==> src/twr_defines.svh <==
// Constants for the two-wire register read slave.
// Assumes inclusion by bare name from the design files under src/.
`ifndef TWR_DEFINES_SVH
`define TWR_DEFINES_SVH

// ----------------------------------------------------------------------------
// Bus address and data constants
// ----------------------------------------------------------------------------
`define TWR_DEV_ADDR     7'h36
`define TWR_FILL_BYTE    8'hFF
`define TWR_PTR_RESET    9'h000
`define TWR_BYTE_BITS    4'h8

// ----------------------------------------------------------------------------
// Timing
// ----------------------------------------------------------------------------
`define TWR_CLK_NS       100
`define TWR_SCL_MAX_KHZ  400
`define TWR_SCL_MIN_CYC  ((1000000 / `TWR_SCL_MAX_KHZ) / `TWR_CLK_NS)

`endif

==> src/twr_pkg.sv <==
// Types shared by the two-wire register read slave.
// Assumes nothing of its surroundings.
package twr_pkg;

  // --------------------------------------------------------------------------
  // Protocol states
  // --------------------------------------------------------------------------
  typedef enum logic [2:0] {
    ST_IDLE,
    ST_ADDR,
    ST_SACK,
    ST_PTR,
    ST_WDATA,
    ST_TX,
    ST_MACK
  } twr_state_t;

endpackage

==> src/twr_fifo_if.sv <==
// Byte stream between the fetch logic and the two-entry buffer.
// Assumes one clock shared by both ends.
`timescale 1ns/1ps
interface twr_fifo_if #(parameter int W = 8);
  logic         flush;
  logic         push_valid;
  logic         push_ready;
  logic [W-1:0] push_data;
  logic         pop_valid;
  logic         pop_ready;
  logic [W-1:0] pop_data;

  modport buffer (input flush, push_valid, push_data, pop_ready,
                  output push_ready, pop_valid, pop_data);
  modport user   (output flush, push_valid, push_data, pop_ready,
                  input push_ready, pop_valid, pop_data);
endinterface

==> src/twr_fifo.sv <==
// Two-entry flip-flop buffer with valid and ready on both sides.
// Assumes a synchronous active-low reset on the same clock as its user.
`timescale 1ns/1ps
module twr_fifo #(
  parameter int W = 8,
  parameter int D = 2
) (
  input  wire logic clk_sys_i,
  input  wire logic resetn_i,
  twr_fifo_if.buffer f
);
  localparam int AW = (D > 1) ? $clog2(D) : 1;

  logic [W-1:0] mem [D];
  logic [AW-1:0] wr_idx;
  logic [AW-1:0] rd_idx;
  logic [AW:0]   count;
  logic          do_push;
  logic          do_pop;

  assign f.push_ready = (count != (AW+1)'(D));
  assign f.pop_valid  = (count != '0);
  assign f.pop_data   = mem[rd_idx];
  assign do_push      = f.push_valid && f.push_ready && !f.flush;
  assign do_pop       = f.pop_valid && f.pop_ready && !f.flush;

  // --------------------------------------------------------------------------
  // Storage
  // --------------------------------------------------------------------------
  genvar gi;
  generate
    for (gi = 0; gi < D; gi++) begin : g_entry
      always_ff @(posedge clk_sys_i) begin
        if (!resetn_i) begin
          mem[gi] <= '0;
        end else if (do_push && wr_idx == AW'(gi)) begin
          mem[gi] <= f.push_data;
        end
      end
    end
  endgenerate

  // --------------------------------------------------------------------------
  // Pointers
  // --------------------------------------------------------------------------
  // Flush wins so a new read never sees bytes fetched for the old pointer.
  always_ff @(posedge clk_sys_i) begin
    if (!resetn_i || f.flush) begin
      wr_idx <= '0;
      rd_idx <= '0;
      count  <= '0;
    end else begin
      if (do_push) begin
        wr_idx <= (wr_idx == AW'(D-1)) ? '0 : wr_idx + 1'b1;
      end
      if (do_pop) begin
        rd_idx <= (rd_idx == AW'(D-1)) ? '0 : rd_idx + 1'b1;
      end
      count <= count + (AW+1)'(do_push) - (AW+1)'(do_pop);
    end
  end
endmodule

==> src/twr_read_slave.sv <==
// Two-wire slave that serves register reads from a word-wide register space.
// Assumes scl_i and sda_i come from pins; reg_rdata_i answers reg_word_o
// in the same cycle from logic on clk_sys_i.
//
// How it works
// - Write pointer, repeated START, read address, bytes.
// - First byte is MSB at the pointer.
// - Pointer advances after each sent byte.
// - Past top address every byte is FFh.
// - Reserved locations return whatever the space gives.
// - Answer only the fixed seven-bit address.
// - Drive data line except master acknowledge cycles.
// - Even address holds upper byte, odd lower.
// - Acknowledge holds data low through ninth clock.
`timescale 1ns/1ps
`include "twr_defines.svh"
module twr_read_slave (
  input  wire logic       clk_sys_i,
  input  wire logic       resetn_i,
  input  wire logic       scl_i,
  input  wire logic       sda_i,
  output logic            sda_o,
  output logic            sda_oe_o,
  output logic [6:0]      reg_word_o,
  input  wire logic [15:0] reg_rdata_i
);
  twr_pkg::twr_state_t st;
  twr_pkg::twr_state_t ack_to;
  logic       scl_m, scl_s, scl_d, sda_m, sda_s, sda_d;
  logic       scl_rise, scl_fall, bus_start, bus_stop, byte_end, addr_hit;
  logic [3:0] bitcnt;
  logic [7:0] shreg;
  logic [7:0] txsh;
  logic       nak;
  logic [8:0] ptr;
  logic [8:0] fptr;
  logic       load;
  logic [7:0] load_byte;
  logic       read_go;
  logic       fetch_on;
  logic [7:0] hold_lo;
  logic [6:0] hold_idx;
  logic       hold_ok;
  logic       use_hold;

  twr_fifo_if #(.W(8)) bq ();

  twr_fifo #(.W(8), .D(2)) u_buf (
    .clk_sys_i (clk_sys_i),
    .resetn_i  (resetn_i),
    .f         (bq)
  );

  // --------------------------------------------------------------------------
  // Pin synchronisers and bus events
  // --------------------------------------------------------------------------
  always_ff @(posedge clk_sys_i) begin
    if (!resetn_i) begin
      {scl_m, scl_s, scl_d} <= 3'h7;
      {sda_m, sda_s, sda_d} <= 3'h7;
    end else begin
      {scl_m, scl_s, scl_d} <= {scl_i, scl_m, scl_s};
      {sda_m, sda_s, sda_d} <= {sda_i, sda_m, sda_s};
    end
  end

  assign scl_rise  = scl_s && !scl_d;
  assign scl_fall  = !scl_s && scl_d;
  assign bus_start = scl_s && scl_d && sda_d && !sda_s;
  assign bus_stop  = scl_s && scl_d && !sda_d && sda_s;
  assign byte_end  = scl_fall && (bitcnt == `TWR_BYTE_BITS);
  assign addr_hit  = (shreg[7:1] == `TWR_DEV_ADDR);
  assign read_go   = (st == twr_pkg::ST_ADDR) && byte_end && addr_hit && shreg[0];
  assign load      = scl_fall && !bus_start && !bus_stop &&
                     (((st == twr_pkg::ST_SACK) && (ack_to == twr_pkg::ST_TX)) ||
                      ((st == twr_pkg::ST_MACK) && !nak));
  // An empty buffer cannot happen at bus speed; all-ones is the safe answer.
  assign load_byte = bq.pop_valid ? bq.pop_data : `TWR_FILL_BYTE;
  assign bq.pop_ready = load;

  // --------------------------------------------------------------------------
  // Protocol engine and data line
  // --------------------------------------------------------------------------
  always_ff @(posedge clk_sys_i) begin
    if (!resetn_i) begin
      st       <= twr_pkg::ST_IDLE;
      ack_to   <= twr_pkg::ST_PTR;
      bitcnt   <= '0;
      shreg    <= '0;
      txsh     <= '0;
      nak      <= 1'b0;
      sda_o    <= 1'b1;
      sda_oe_o <= 1'b0;
    end else if (bus_start) begin
      st       <= twr_pkg::ST_ADDR;
      bitcnt   <= '0;
      sda_oe_o <= 1'b0;
    end else if (bus_stop) begin
      st       <= twr_pkg::ST_IDLE;
      sda_oe_o <= 1'b0;
    end else begin
      unique case (st)
        twr_pkg::ST_IDLE: begin
        end
        twr_pkg::ST_ADDR, twr_pkg::ST_PTR, twr_pkg::ST_WDATA: begin
          if (scl_rise) begin
            shreg  <= {shreg[6:0], sda_s};
            bitcnt <= bitcnt + 4'h1;
          end else if (byte_end) begin
            bitcnt <= '0;
            if (st == twr_pkg::ST_ADDR && !addr_hit) begin
              st <= twr_pkg::ST_IDLE;
            end else begin
              st       <= twr_pkg::ST_SACK;
              sda_oe_o <= 1'b1;
              sda_o    <= 1'b0;
              if (st != twr_pkg::ST_ADDR) begin
                ack_to <= twr_pkg::ST_WDATA;
              end else begin
                ack_to <= shreg[0] ? twr_pkg::ST_TX : twr_pkg::ST_PTR;
              end
            end
          end
        end
        twr_pkg::ST_SACK: begin
          if (load) begin
            st     <= twr_pkg::ST_TX;
            sda_o  <= load_byte[7];
            txsh   <= {load_byte[6:0], 1'b0};
            bitcnt <= '0;
          end else if (scl_fall) begin
            st       <= ack_to;
            sda_oe_o <= 1'b0;
            bitcnt   <= '0;
          end
        end
        twr_pkg::ST_TX: begin
          if (scl_rise) begin
            bitcnt <= bitcnt + 4'h1;
          end else if (byte_end) begin
            st       <= twr_pkg::ST_MACK;
            sda_oe_o <= 1'b0;
            bitcnt   <= '0;
          end else if (scl_fall) begin
            sda_o <= txsh[7];
            txsh  <= {txsh[6:0], 1'b0};
          end
        end
        twr_pkg::ST_MACK: begin
          if (scl_rise) begin
            nak <= sda_s;
          end else if (load) begin
            st       <= twr_pkg::ST_TX;
            sda_oe_o <= 1'b1;
            sda_o    <= load_byte[7];
            txsh     <= {load_byte[6:0], 1'b0};
          end else if (scl_fall) begin
            st <= twr_pkg::ST_IDLE;
          end
        end
      endcase
    end
  end

  // --------------------------------------------------------------------------
  // Register pointer
  // --------------------------------------------------------------------------
  // Bit 8 marks a pointer past the top; it sticks there until rewritten.
  always_ff @(posedge clk_sys_i) begin
    if (!resetn_i) begin
      ptr <= `TWR_PTR_RESET;
    end else if (st == twr_pkg::ST_PTR && byte_end) begin
      ptr <= {1'b0, shreg};
    end else if ((st == twr_pkg::ST_TX || st == twr_pkg::ST_WDATA) && byte_end &&
                 !ptr[8]) begin
      ptr <= ptr + 9'h001;
    end
  end

  // --------------------------------------------------------------------------
  // Byte fetch into the buffer
  // --------------------------------------------------------------------------
  assign fetch_on = (st == twr_pkg::ST_SACK || st == twr_pkg::ST_TX ||
                     st == twr_pkg::ST_MACK) && (ack_to == twr_pkg::ST_TX);
  assign use_hold = hold_ok && (hold_idx == fptr[7:1]);
  assign bq.flush = read_go || bus_start || bus_stop;
  assign bq.push_valid = fetch_on && (fptr[8] || reg_word_o == fptr[7:1]);
  always_comb begin
    if (fptr[8]) begin
      bq.push_data = `TWR_FILL_BYTE;
    end else if (!fptr[0]) begin
      bq.push_data = reg_rdata_i[15:8];
    end else begin
      bq.push_data = use_hold ? hold_lo : reg_rdata_i[7:0];
    end
  end

  // Reserved words pass through unchecked; their value is whatever the space gives.
  always_ff @(posedge clk_sys_i) begin
    if (!resetn_i) begin
      fptr       <= `TWR_PTR_RESET;
      reg_word_o <= '0;
    end else begin
      reg_word_o <= fptr[7:1];
      if (read_go) begin
        fptr <= ptr;
      end else if (bq.push_valid && bq.push_ready && !fptr[8]) begin
        fptr <= fptr + 9'h001;
      end
    end
  end

  // The lower byte is frozen with the upper so a live update cannot tear a word.
  always_ff @(posedge clk_sys_i) begin
    if (!resetn_i || read_go) begin
      hold_ok  <= 1'b0;
      hold_lo  <= '0;
      hold_idx <= '0;
    end else if (bq.push_valid && bq.push_ready && !fptr[8] && !fptr[0]) begin
      hold_ok  <= 1'b1;
      hold_lo  <= reg_rdata_i[7:0];
      hold_idx <= fptr[7:1];
    end
  end
endmodule

==> config.mk <==
export PLATFORM = sky130hd
export DESIGN_NAME = twr_read_slave
export DESIGN_NICKNAME = d
export VERILOG_FILES = /design/src/twr_pkg.sv /design/src/twr_fifo_if.sv /design/src/twr_fifo.sv /design/src/twr_read_slave.sv
export VERILOG_INCLUDE_DIRS = /design/src /design/src/src
export SDC_FILE = /design/constraint.sdc
export NUM_CORES = 1
export LEC_CHECK = 0
export BUFFER_PORTS_ARGS = -buffer_cell sky130_fd_sc_hd__buf_4
export CORE_ASPECT_RATIO = 0.7
export CORE_MARGIN = 3
export CORE_UTILIZATION = 36
export DETAILED_ROUTE_END_ITERATION = 10
export SKIP_CTS_REPAIR_TIMING = 1
export SYNTH_ARGS = -nofsm -noshare
export SYNTH_HDL_FRONTEND = slang
export SYNTH_SLANG_ARGS = --single-unit
==> constraint.sdc <==
create_clock -name clk_sys_i -period 3.65 [get_ports clk_sys_i]
set_input_delay 0 -clock clk_sys_i [delete_from_list [all_inputs] [get_ports clk_sys_i]]
set_output_delay 0 -clock clk_sys_i [all_outputs]
set_load 0.02 [all_outputs]
After elaboration in Yosys (flattened, before gate mapping). Memory sizes are Yosys's and may differ from the RTL's. A register that Yosys moved wholly into a read port is not among the register bits. Index checks and enable logic that the tools add are counted.

Register bits: 80. RAM bits: 16. Input bits: 20. Logic and storage cells: 215. Memories: 1.

Add/sub/neg operators: 7. Equality and inequality tests: 34. Multiplexer cells: 66. Bitwise logic cells: 8. Reductions and logical operators: 74.

Memories: u_buf.mem (words 2, bits a word 8, read ports 1, clocked after Yosys merged registers in 1, wr ports 2, line twr_fifo.sv:14) `logic [W-1:0] mem [D];`.

Operators with widths (number): $mux 8 (13); $mux 3 (11); $logic_and 1x1->1 (31); $mux 1 (30); $pmux 8 s3 (1); $ne 2x2->1 const B (11); $ne 4x4->1 const B (5); $reduce_and 10->1 (2); $add 9x1->9 const B (2); $mux 9 (2); $mux 4 (4); $reduce_and 8->1 (2); $eq 7x7->1 (2); $logic_not 1->1 (13); $eq 3x3->1 const B (4); $pmux 3 s4 (1); $reduce_and 4->1 (3); $ne 5x4->1 const B (2); $logic_or 1x1->1 (9); $pmux 1 s4 (2); $pmux 4 s2 (1); $reduce_bool 2->1 (4); $eq 7x6->1 const B (1); $reduce_and 7->1 (1); other kinds (20) (32).

Longest topological paths before layout. Gate-level depths: netlist of the first run.

Depth after elaboration: 15. Gate-level depth with buffers: 11. Mapped depth without buffers: 9.

Modules after synthesis. From an unflattened synthesis of the first run, not the netlist that was laid out.

Cells, all modules: 548. Area, all modules: 5014.8 um2.

By module, submodules not included: twr_read_slave (instances 1, cells an instance 475, area each 4033.9 um2, sequential area each 1501.4 um2); twr_fifo (instances 1, cells an instance 73, area each 980.9 um2, sequential area each 580.6 um2).

Worst setup path before layout of the first run. OpenSTA, ideal clock, no wires.

Kind: flip-flop to flip-flop. Start: reg fptr[7]. End: mem u_buf.mem[0][0] (enable). Setup time: 0.387 ns. Arrival time: 2.223 ns. Required time: 3.263 ns. Slack: 1.041 ns. Stages on the path, launching flop included: 7. Path buffers: 1. Path through: dfxtp_1 buf_6 xor2_1 nor4_4 and2_4 o21ai_1 o31ai_1.

RTL lines: start: declaration (line twr_read_slave.sv:36) `logic [8:0] fptr;`; start signal: assignment (line twr_read_slave.sv:201) `` fptr <= `TWR_PTR_RESET; ``; start signal: assignment (line twr_read_slave.sv:206) `fptr <= ptr;`; start signal: assignment (line twr_read_slave.sv:208) `fptr <= fptr + 9'h001;`; end: declaration (line twr_fifo.sv:14).

Final worst setup path of the first run.
Start: reg st[2]. End: reg u_buf.count[1].

Longest elaborated chain between the ends: 10. Elaborated cells on any way between the ends: 25. Classes of those cells: add/sub (2); eq/ne (4); reduce/logical (19).

Ends and longest elaborated chain: start: declaration (line twr_read_slave.sv:27) `twr_pkg::twr_state_t st;`; start signal: assignment (line twr_read_slave.sv:86) `st <= twr_pkg::ST_IDLE;`; start signal: assignment (line twr_read_slave.sv:95) `st <= twr_pkg::ST_ADDR;`; start signal: assignment (line twr_read_slave.sv:99) `st <= twr_pkg::ST_IDLE;`; $eq 3x1->1 (line twr_read_slave.sv:73) `assign read_go = (st == twr_pkg::ST_ADDR) && byte_end && addr_hit && shreg[0];`; $logic_and 1x1->1 (3 in a row) (line twr_read_slave.sv:73); $logic_or 1x1->1 (2 in a row) (line twr_read_slave.sv:186) `assign bq.flush = read_go || bus_start || bus_stop;`; $logic_not 1->1 (line twr_fifo.sv:24, twr_fifo.sv:25); $logic_and 1x1->1 (line twr_fifo.sv:24) `assign do_push = f.push_valid && f.push_ready && !f.flush;`; $add 2x1->2 (line twr_fifo.sv:59) `count <= count + (AW+1)'(do_push) - (AW+1)'(do_pop);`; $sub 2x1->2 (line twr_fifo.sv:59); end signal: assignment (line twr_fifo.sv:59); end: declaration (line twr_fifo.sv:17) `logic [AW:0] count;`.

Parallel ways exist; a longest one is shown, timed or not. A chain may end at the register's enable or synchronous reset.

==> run summary, run 1 <==
Status - complete, no violations
Core ar. - 0.01327 mm2
CP top delay family - flip-flops
Register area share after synthesis - 0.4222
CP startpoint kind - register
Drt drc - 0
Synth cell types - 67
Worst Max-Slew Pin Slew - 1.068 ns
FP Rows - 35
Commonest cells after routing, fill and taps aside - 80 x dfxtp_1, 72 x nor2_1, 47 x mux2i_1
Pleak - 2.206 nW
Final HPWL DP - 8050 um
Clk_lat worst skew - 0.34 ns
Crit. End Element - register
Clk pwr share - 0.446
N_diodes - 0
Congestion Overflow GR - 0
Cell Pwr Density - 377.7 mW/mm2
Initial antenna violation count - 0
Syn Nets - 548
Clock-pin transition on the worst setup and hold timing paths - 0.07 ns
Sequential share of power - 0.512
Yosys warnings - 0
Final Cycle Share - 0.7437
Max Clk Rate - 368.4 MHz
RSZ-0062 raised after global routing - no
Crit-path max FO - 24
Total wire length - 10960 um
CP required - 3.87 ns
Switching share of power - 0.2240
Setup tns final - 0 ns
Post-synth design cell area - 0.004931 mm2
Die height - 103.9 um
Avg Inst Size Synth - 9.446 um2
Crit path cell chain - nand3b_4 -> a211oi_4 -> o21ai_1 -> nor2_1 -> ha_1 -> xor2_1 -> xnor2_1 -> nor3_1
Top-Level Pins - 29
Slowest stage delay, CP - 0.81 ns
I/O Buffers - 28
WL per Instance - 14.89 um
Commonest non-fill, non-tap cell in the layout - dfxtp_1
Worst Hold Class - in -> reg
Max Clock Skew - 0.009124 ns
Share of Yosys cell area claimed by the top area cell type - 0.3248
Synth Register Bits - 96
DR vias/cell - 5.250
Hold slack final - 0.004109 ns
Critical Setup Path Class - reg -> reg
Buf+Inv Stages, Crit Path - 0
Vias in the first global route - 3746
DRT Pass-1 Iters - 5
Starting DRT DRC Count - 288
Largest cells by area after synthesis - dfxtp_1 32%, edfxtp_1 9.7%, mux2i_1 9.5%
Tmin final - 2.714 ns
Total CTS buffers - 9
Largest net degree at the start of global routing - 31
Die width - 145.9 um
Pre-CTS WS - 0.9669 ns
Final Hold Vio Count - 0
Slew Viols, Final - 0
Slowest stage cell, crit path - dfxtp_1
Final nets - 572
Die Area - 0.01516 mm2
Htree depth - 3
Setup violations, final - 0
Async SR Flop Fraction - 0
Comb power frac - 0.042
Post-route setup slack - 0.9356 ns
Max Cap Violations - 0
Antenna-violating nets left - 0
Critical path arrival - 2.93 ns
Final GP Congestion - 0.8412
Cells after synthesis - 522
Clk buf depth - 2
EDFF count, synth - 16
Post-Layout Cell Count - 736
Worst vdd ir - 0.2165 mV
Layout area overhead - 14.97%
Layout cell share with drive strength beyond 1 - 0.1343
CTS tree - done
Psw - 0.0004796 W
Clk root buf - clkbuf_16
CTS Sinks - 96
Leading register cell type out of synthesis - dfxtp_1
First-pass GRT wire length - 18660 um
Leading area contributor after synthesis - dfxtp_1
Internal power - 0.001662 W
Vias - 3864
Starting density of the core - 0.3716
GR Util All Layers - 0.1489
Rel. slew slack - 0.2874
Placed cells - 710
## area by class of cell
class                           instances  area (um2)
Sequential cell                        96        2082
Clock inverter                          7       77.57
Inverter                               12       45.04
Fill cell                            1296        7600
Multi-Input combinational cell        385        2668
Tap cell                              185       231.5
Timing Repair Buffer                   42       340.3
Clock buffer                            9       225.2
## state kept, by name, summed over array words and instances, names as in the netlist, 2 cells and up, named ones only
register,flops
hold_idx,7
bitcnt,4
u_buf.mem,16
fptr,9
st,3
reg_word_o,7
txsh,7
u_buf.count,2
ptr,9
ack_to,3
shreg,8
hold_lo,8
## routing by layer
layer / global-route usage / part of all wire / routed length (um)
met3: 0.03441 / 0.042 / 463
met4: 0.04607 / 0.0030 / 33
met1: 0.2185 / 0.53 / 5755
met5: 0 / 0 / 0
met2: 0.2169 / 0.43 / 4705
## Yosys cell counts, drive strengths merged (4+ instances only)
master,number
a211oi,20
a21oi,39
a311oi,4
a32oi,4
and2,14
and3,4
and3b,4
buf,14
clkbuf,15
dfxtp,80
edfxtp,16
ha,6
inv,12
mux2i,47
nand2,18
nand2b,16
nand3,6
nand3b,4
nand4,10
nor2,72
nor2b,10
nor3,13
o21ai,27
xnor2,10
xor2,14
## worst register-to-register path: cells and delay by family (launching register included)
family / cells / cell delay [ns]
xor+xnor: 2 / 0.33
simple gates: 3 / 0.54
compound gates: 2 / 0.74
flops: 1 / 0.81
fa+ha+maj: 1 / 0.17
## path summary, 6_finish.rpt
check,cells past startpoint,start,slack [ns],to
max,8,st[2]$_SDFFE_PP0P_,0.94,u_buf.count[1]$_SDFF_PP0_
min,2,resetn_i,0.004,sda_d$_SDFF_PN1_
max reg2reg,8,st[2]$_SDFFE_PP0P_,0.94,u_buf.count[1]$_SDFF_PP0_
min reg2reg,1,sda_m$_SDFF_PN1_,0.41,sda_s$_SDFF_PN1_
## cells by family (layout without fill, tap and decap cells)
family | Yosys count | count (layout) | share of synthesized area
muxes | 49 | 49 | 0.09997
adders and majority gates | 6 | 6 | 0.01522
and+or+nand+nor | 183 | 183 | 0.2007
DFF | 96 | 96 | 0.4222
xor gates and xnor gates | 24 | 24 | 0.04263
buffers and inverters | 41 | 70 | 0.03679
AOI/OAI and AO/OA | 123 | 123 | 0.1824
## power groups by stage
| stage | logic, W | clock network [W] | registers [W] |
|---|---|---|---|
| after global placement | 0.0000814 | 0 | 0.00112 |
| after global routing | 0.000101 | 0.00103 | 0.00110 |
| final | 0.0000910 | 0.000954 | 0.00110 |
| after detailed placement | 0.0000826 | 0 | 0.00112 |
| after floorplan | 0.0000484 | 0 | 0.00112 |
| after CTS | 0.0000830 | 0.000981 | 0.00110 |
## per-stage QoR
step / util / area (um2) / power, W
final: 0.4273 / 5669 / 0.002141
after floorplan: - / 4931 / 0.001166
after global placement: 0.3969 / 5266 / 0.001201
after detailed placement: 0.3969 / 5266 / 0.001203
after CTS: 0.4197 / 5569 / 0.002160
after global routing: 0.4273 / 5669 / 0.002223
(Power assumes the default switching activity.)
==> inputs of run 2 (changes only) <==
Clock period 3.65 ns to 2.65 ns, I/O delays scaled along.
==> run summary, run 2 (synthesized netlist as in run 1, its figures left out) <==
Max Cap Violations - 0
Vias in the first global route - 3849
RSZ-0062 raised after global routing - no
Top reg by flops - u_buf.mem
Crit-path max FO - 19
Starting DRT DRC Count - 257
First-pass GRT wire length - 19540 um
Htree depth - 3
Cell Pwr Density - 521.1 mW/mm2
Crit. End Element - register
CTS tree - done
Core ar. - 0.01327 mm2
Status - complete, no violations
Pleak - 2.333 nW
Clock-pin transition on the worst setup and hold timing paths - 0.07 ns
Final Hold Vio Count - 0
WL per Instance - 15.08 um
Number of flip-flops in the largest register - 16
DR vias/cell - 5.243
Clk buf depth - 2
Hold Crit Start - reg_rdata_i[12]
Die Area - 0.01516 mm2
Tmin final - 2.358 ns
Rel. slew slack - 0.3877
Final HPWL DP - 8397 um
Commonest cells after routing, fill and taps aside - 80 x dfxtp_1, 72 x nor2_1, 53 x buf_4
Layout cell share with drive strength beyond 1 - 0.1643
Layout area overhead - 18.50%
N_diodes - 0
Starting density of the core - 0.3716
Max Clk Rate - 424.0 MHz
FP Rows - 35
Total CTS buffers - 9
Vias - 3969
Initial antenna violation count - 0
Setup violations, final - 0
Largest net degree at the start of global routing - 30
Die height - 103.9 um
R2R Path Start - st[1]$_SDFFE_PP0P_
Slew Viols, Final - 0
Drt drc - 0
Antenna-violating nets left - 0
I/O Buffers - 28
WHS Endpoint - u_buf.mem[0][4]$_SDFFCE_PN0P_
Hold path depth - 3
Worst vdd ir - 0.3192 mV
Top-Level Pins - 29
Commonest non-fill, non-tap cell in the layout - dfxtp_1
Critical path arrival - 2.62 ns
GR Util All Layers - 0.1552
Final nets - 593
Reg2Reg Depth - 7
Setup tns final - 0 ns
Placed cell area - 0.005424 mm2
DRT Pass-1 Iters - 4
Clk root buf - clkbuf_16
Clk_lat worst skew - 0.34 ns
CTS Sinks - 96
CP required - 2.91 ns
Total wire length - 11420 um
FF-to-FF End - fptr[0]$_SDFFE_PN0P_
Worst Hold Class - in -> reg
Congestion Overflow GR - 0
Biggest regs - u_buf.mem: 16 flops, fptr: 9 flops, ptr: 9 flops
Die width - 145.9 um
Final Cell Area - 0.005843 mm2
CP startpoint kind - register
Max Clock Skew - 0.008039 ns
Worst Max-Slew Pin Slew - 0.9174 ns
Critical Setup Path Class - reg -> reg
Final Cycle Share - 0.8899
R2r setup slk - 0.29 ns
Final GP Congestion - 0.8486
Fillcell total - 1273
run 2: changes by cell type in the layout (fill, tap and decap cells not counted), sizes merged:
| cell | before | now |
|---|---|---|
| clkinvlp | 4 | 0 |
| clkbuf | 9 | 10 |
| clkinv | 0 | 1 |
| inv | 14 | 15 |
| buf | 32 | 53 |
| bufinv | 1 | 2 |
run 2: worst max path at each step:
stage                         start                            end  slack [ns]  cells after the start
3_5_place_dp       sda_s$_SDFF_PN1_  u_buf.mem[1][2]$_SDFFCE_PN0P_        0.31                      5
5_1_grt            sda_s$_SDFF_PN1_  u_buf.mem[1][2]$_SDFFCE_PN0P_        0.09                      5
3_3_place_gp       sda_s$_SDFF_PN1_  u_buf.mem[1][7]$_SDFFCE_PN0P_        0.35                      5
2_1_floorplan  fptr[7]$_SDFFE_PN0P_  u_buf.mem[0][0]$_SDFFCE_PN0P_        0.04                      6
4_1_cts            sda_s$_SDFF_PN1_  u_buf.mem[1][2]$_SDFFCE_PN0P_        0.30                      5
6_report         st[1]$_SDFFE_PP0P_           fptr[0]$_SDFFE_PN0P_        0.29                      7
run 2: layer usage:
metal  vias up  GRT usage  share of wire
li1       1982          -              -
met2        73     0.2269           0.42
met4         0    0.03117         0.0073
met1      1906     0.2340           0.53
met5         -          0              0
met3         8    0.03528          0.042
run 2: final cells by class:
type	count	area, um2	share of cell area
inverters	12	45.04	0.007709
well taps	185	231.5	0.03961
flip-flops and latches	96	2082	0.3563
repair buffers	63	498.0	0.08522
clock buffers	10	229.0	0.03919
clock inverters	6	90.09	0.01542
multi-input cells	385	2668	0.4565
run 2: metrics by stage:
stage          setup slack, ns    util  total power (W)  hold WS (ns)  std cells
6_report                0.2918  0.4404         0.003045       0.03949        757
5_1_grt                0.09000  0.4404         0.003155       0.03412        757
4_1_cts                 0.2951  0.4328         0.003064       -0.1678        747
3_5_place_dp            0.3133  0.4088         0.001664        0.1888        731
3_3_place_gp            0.3493  0.4088         0.001662        0.1900        731
2_1_floorplan          0.04061       -         0.001606        0.1015        522
run 2: worst max-delay path, cell delays in order, from the launching register on:
cell and delay, ns:
dfxtp_1 0.67, nand2b_1 0.14, buf_4 0.20, a211oi_4 0.21
buf_4 0.19, nand4_4 0.33, and2_1 0.33, a211oi_2 0.20
run 2: power breakdown:
part / total (W) / switching [W] / internal, W
Clock: 0.00140 / 0.000568 / 0.000834
Combinational: 0.000136 / 0.0000781 / 0.0000578
Sequential: 0.00151 / 0.00000912 / 0.00150
Total: 0.00304 / 0.000655 / 0.00239
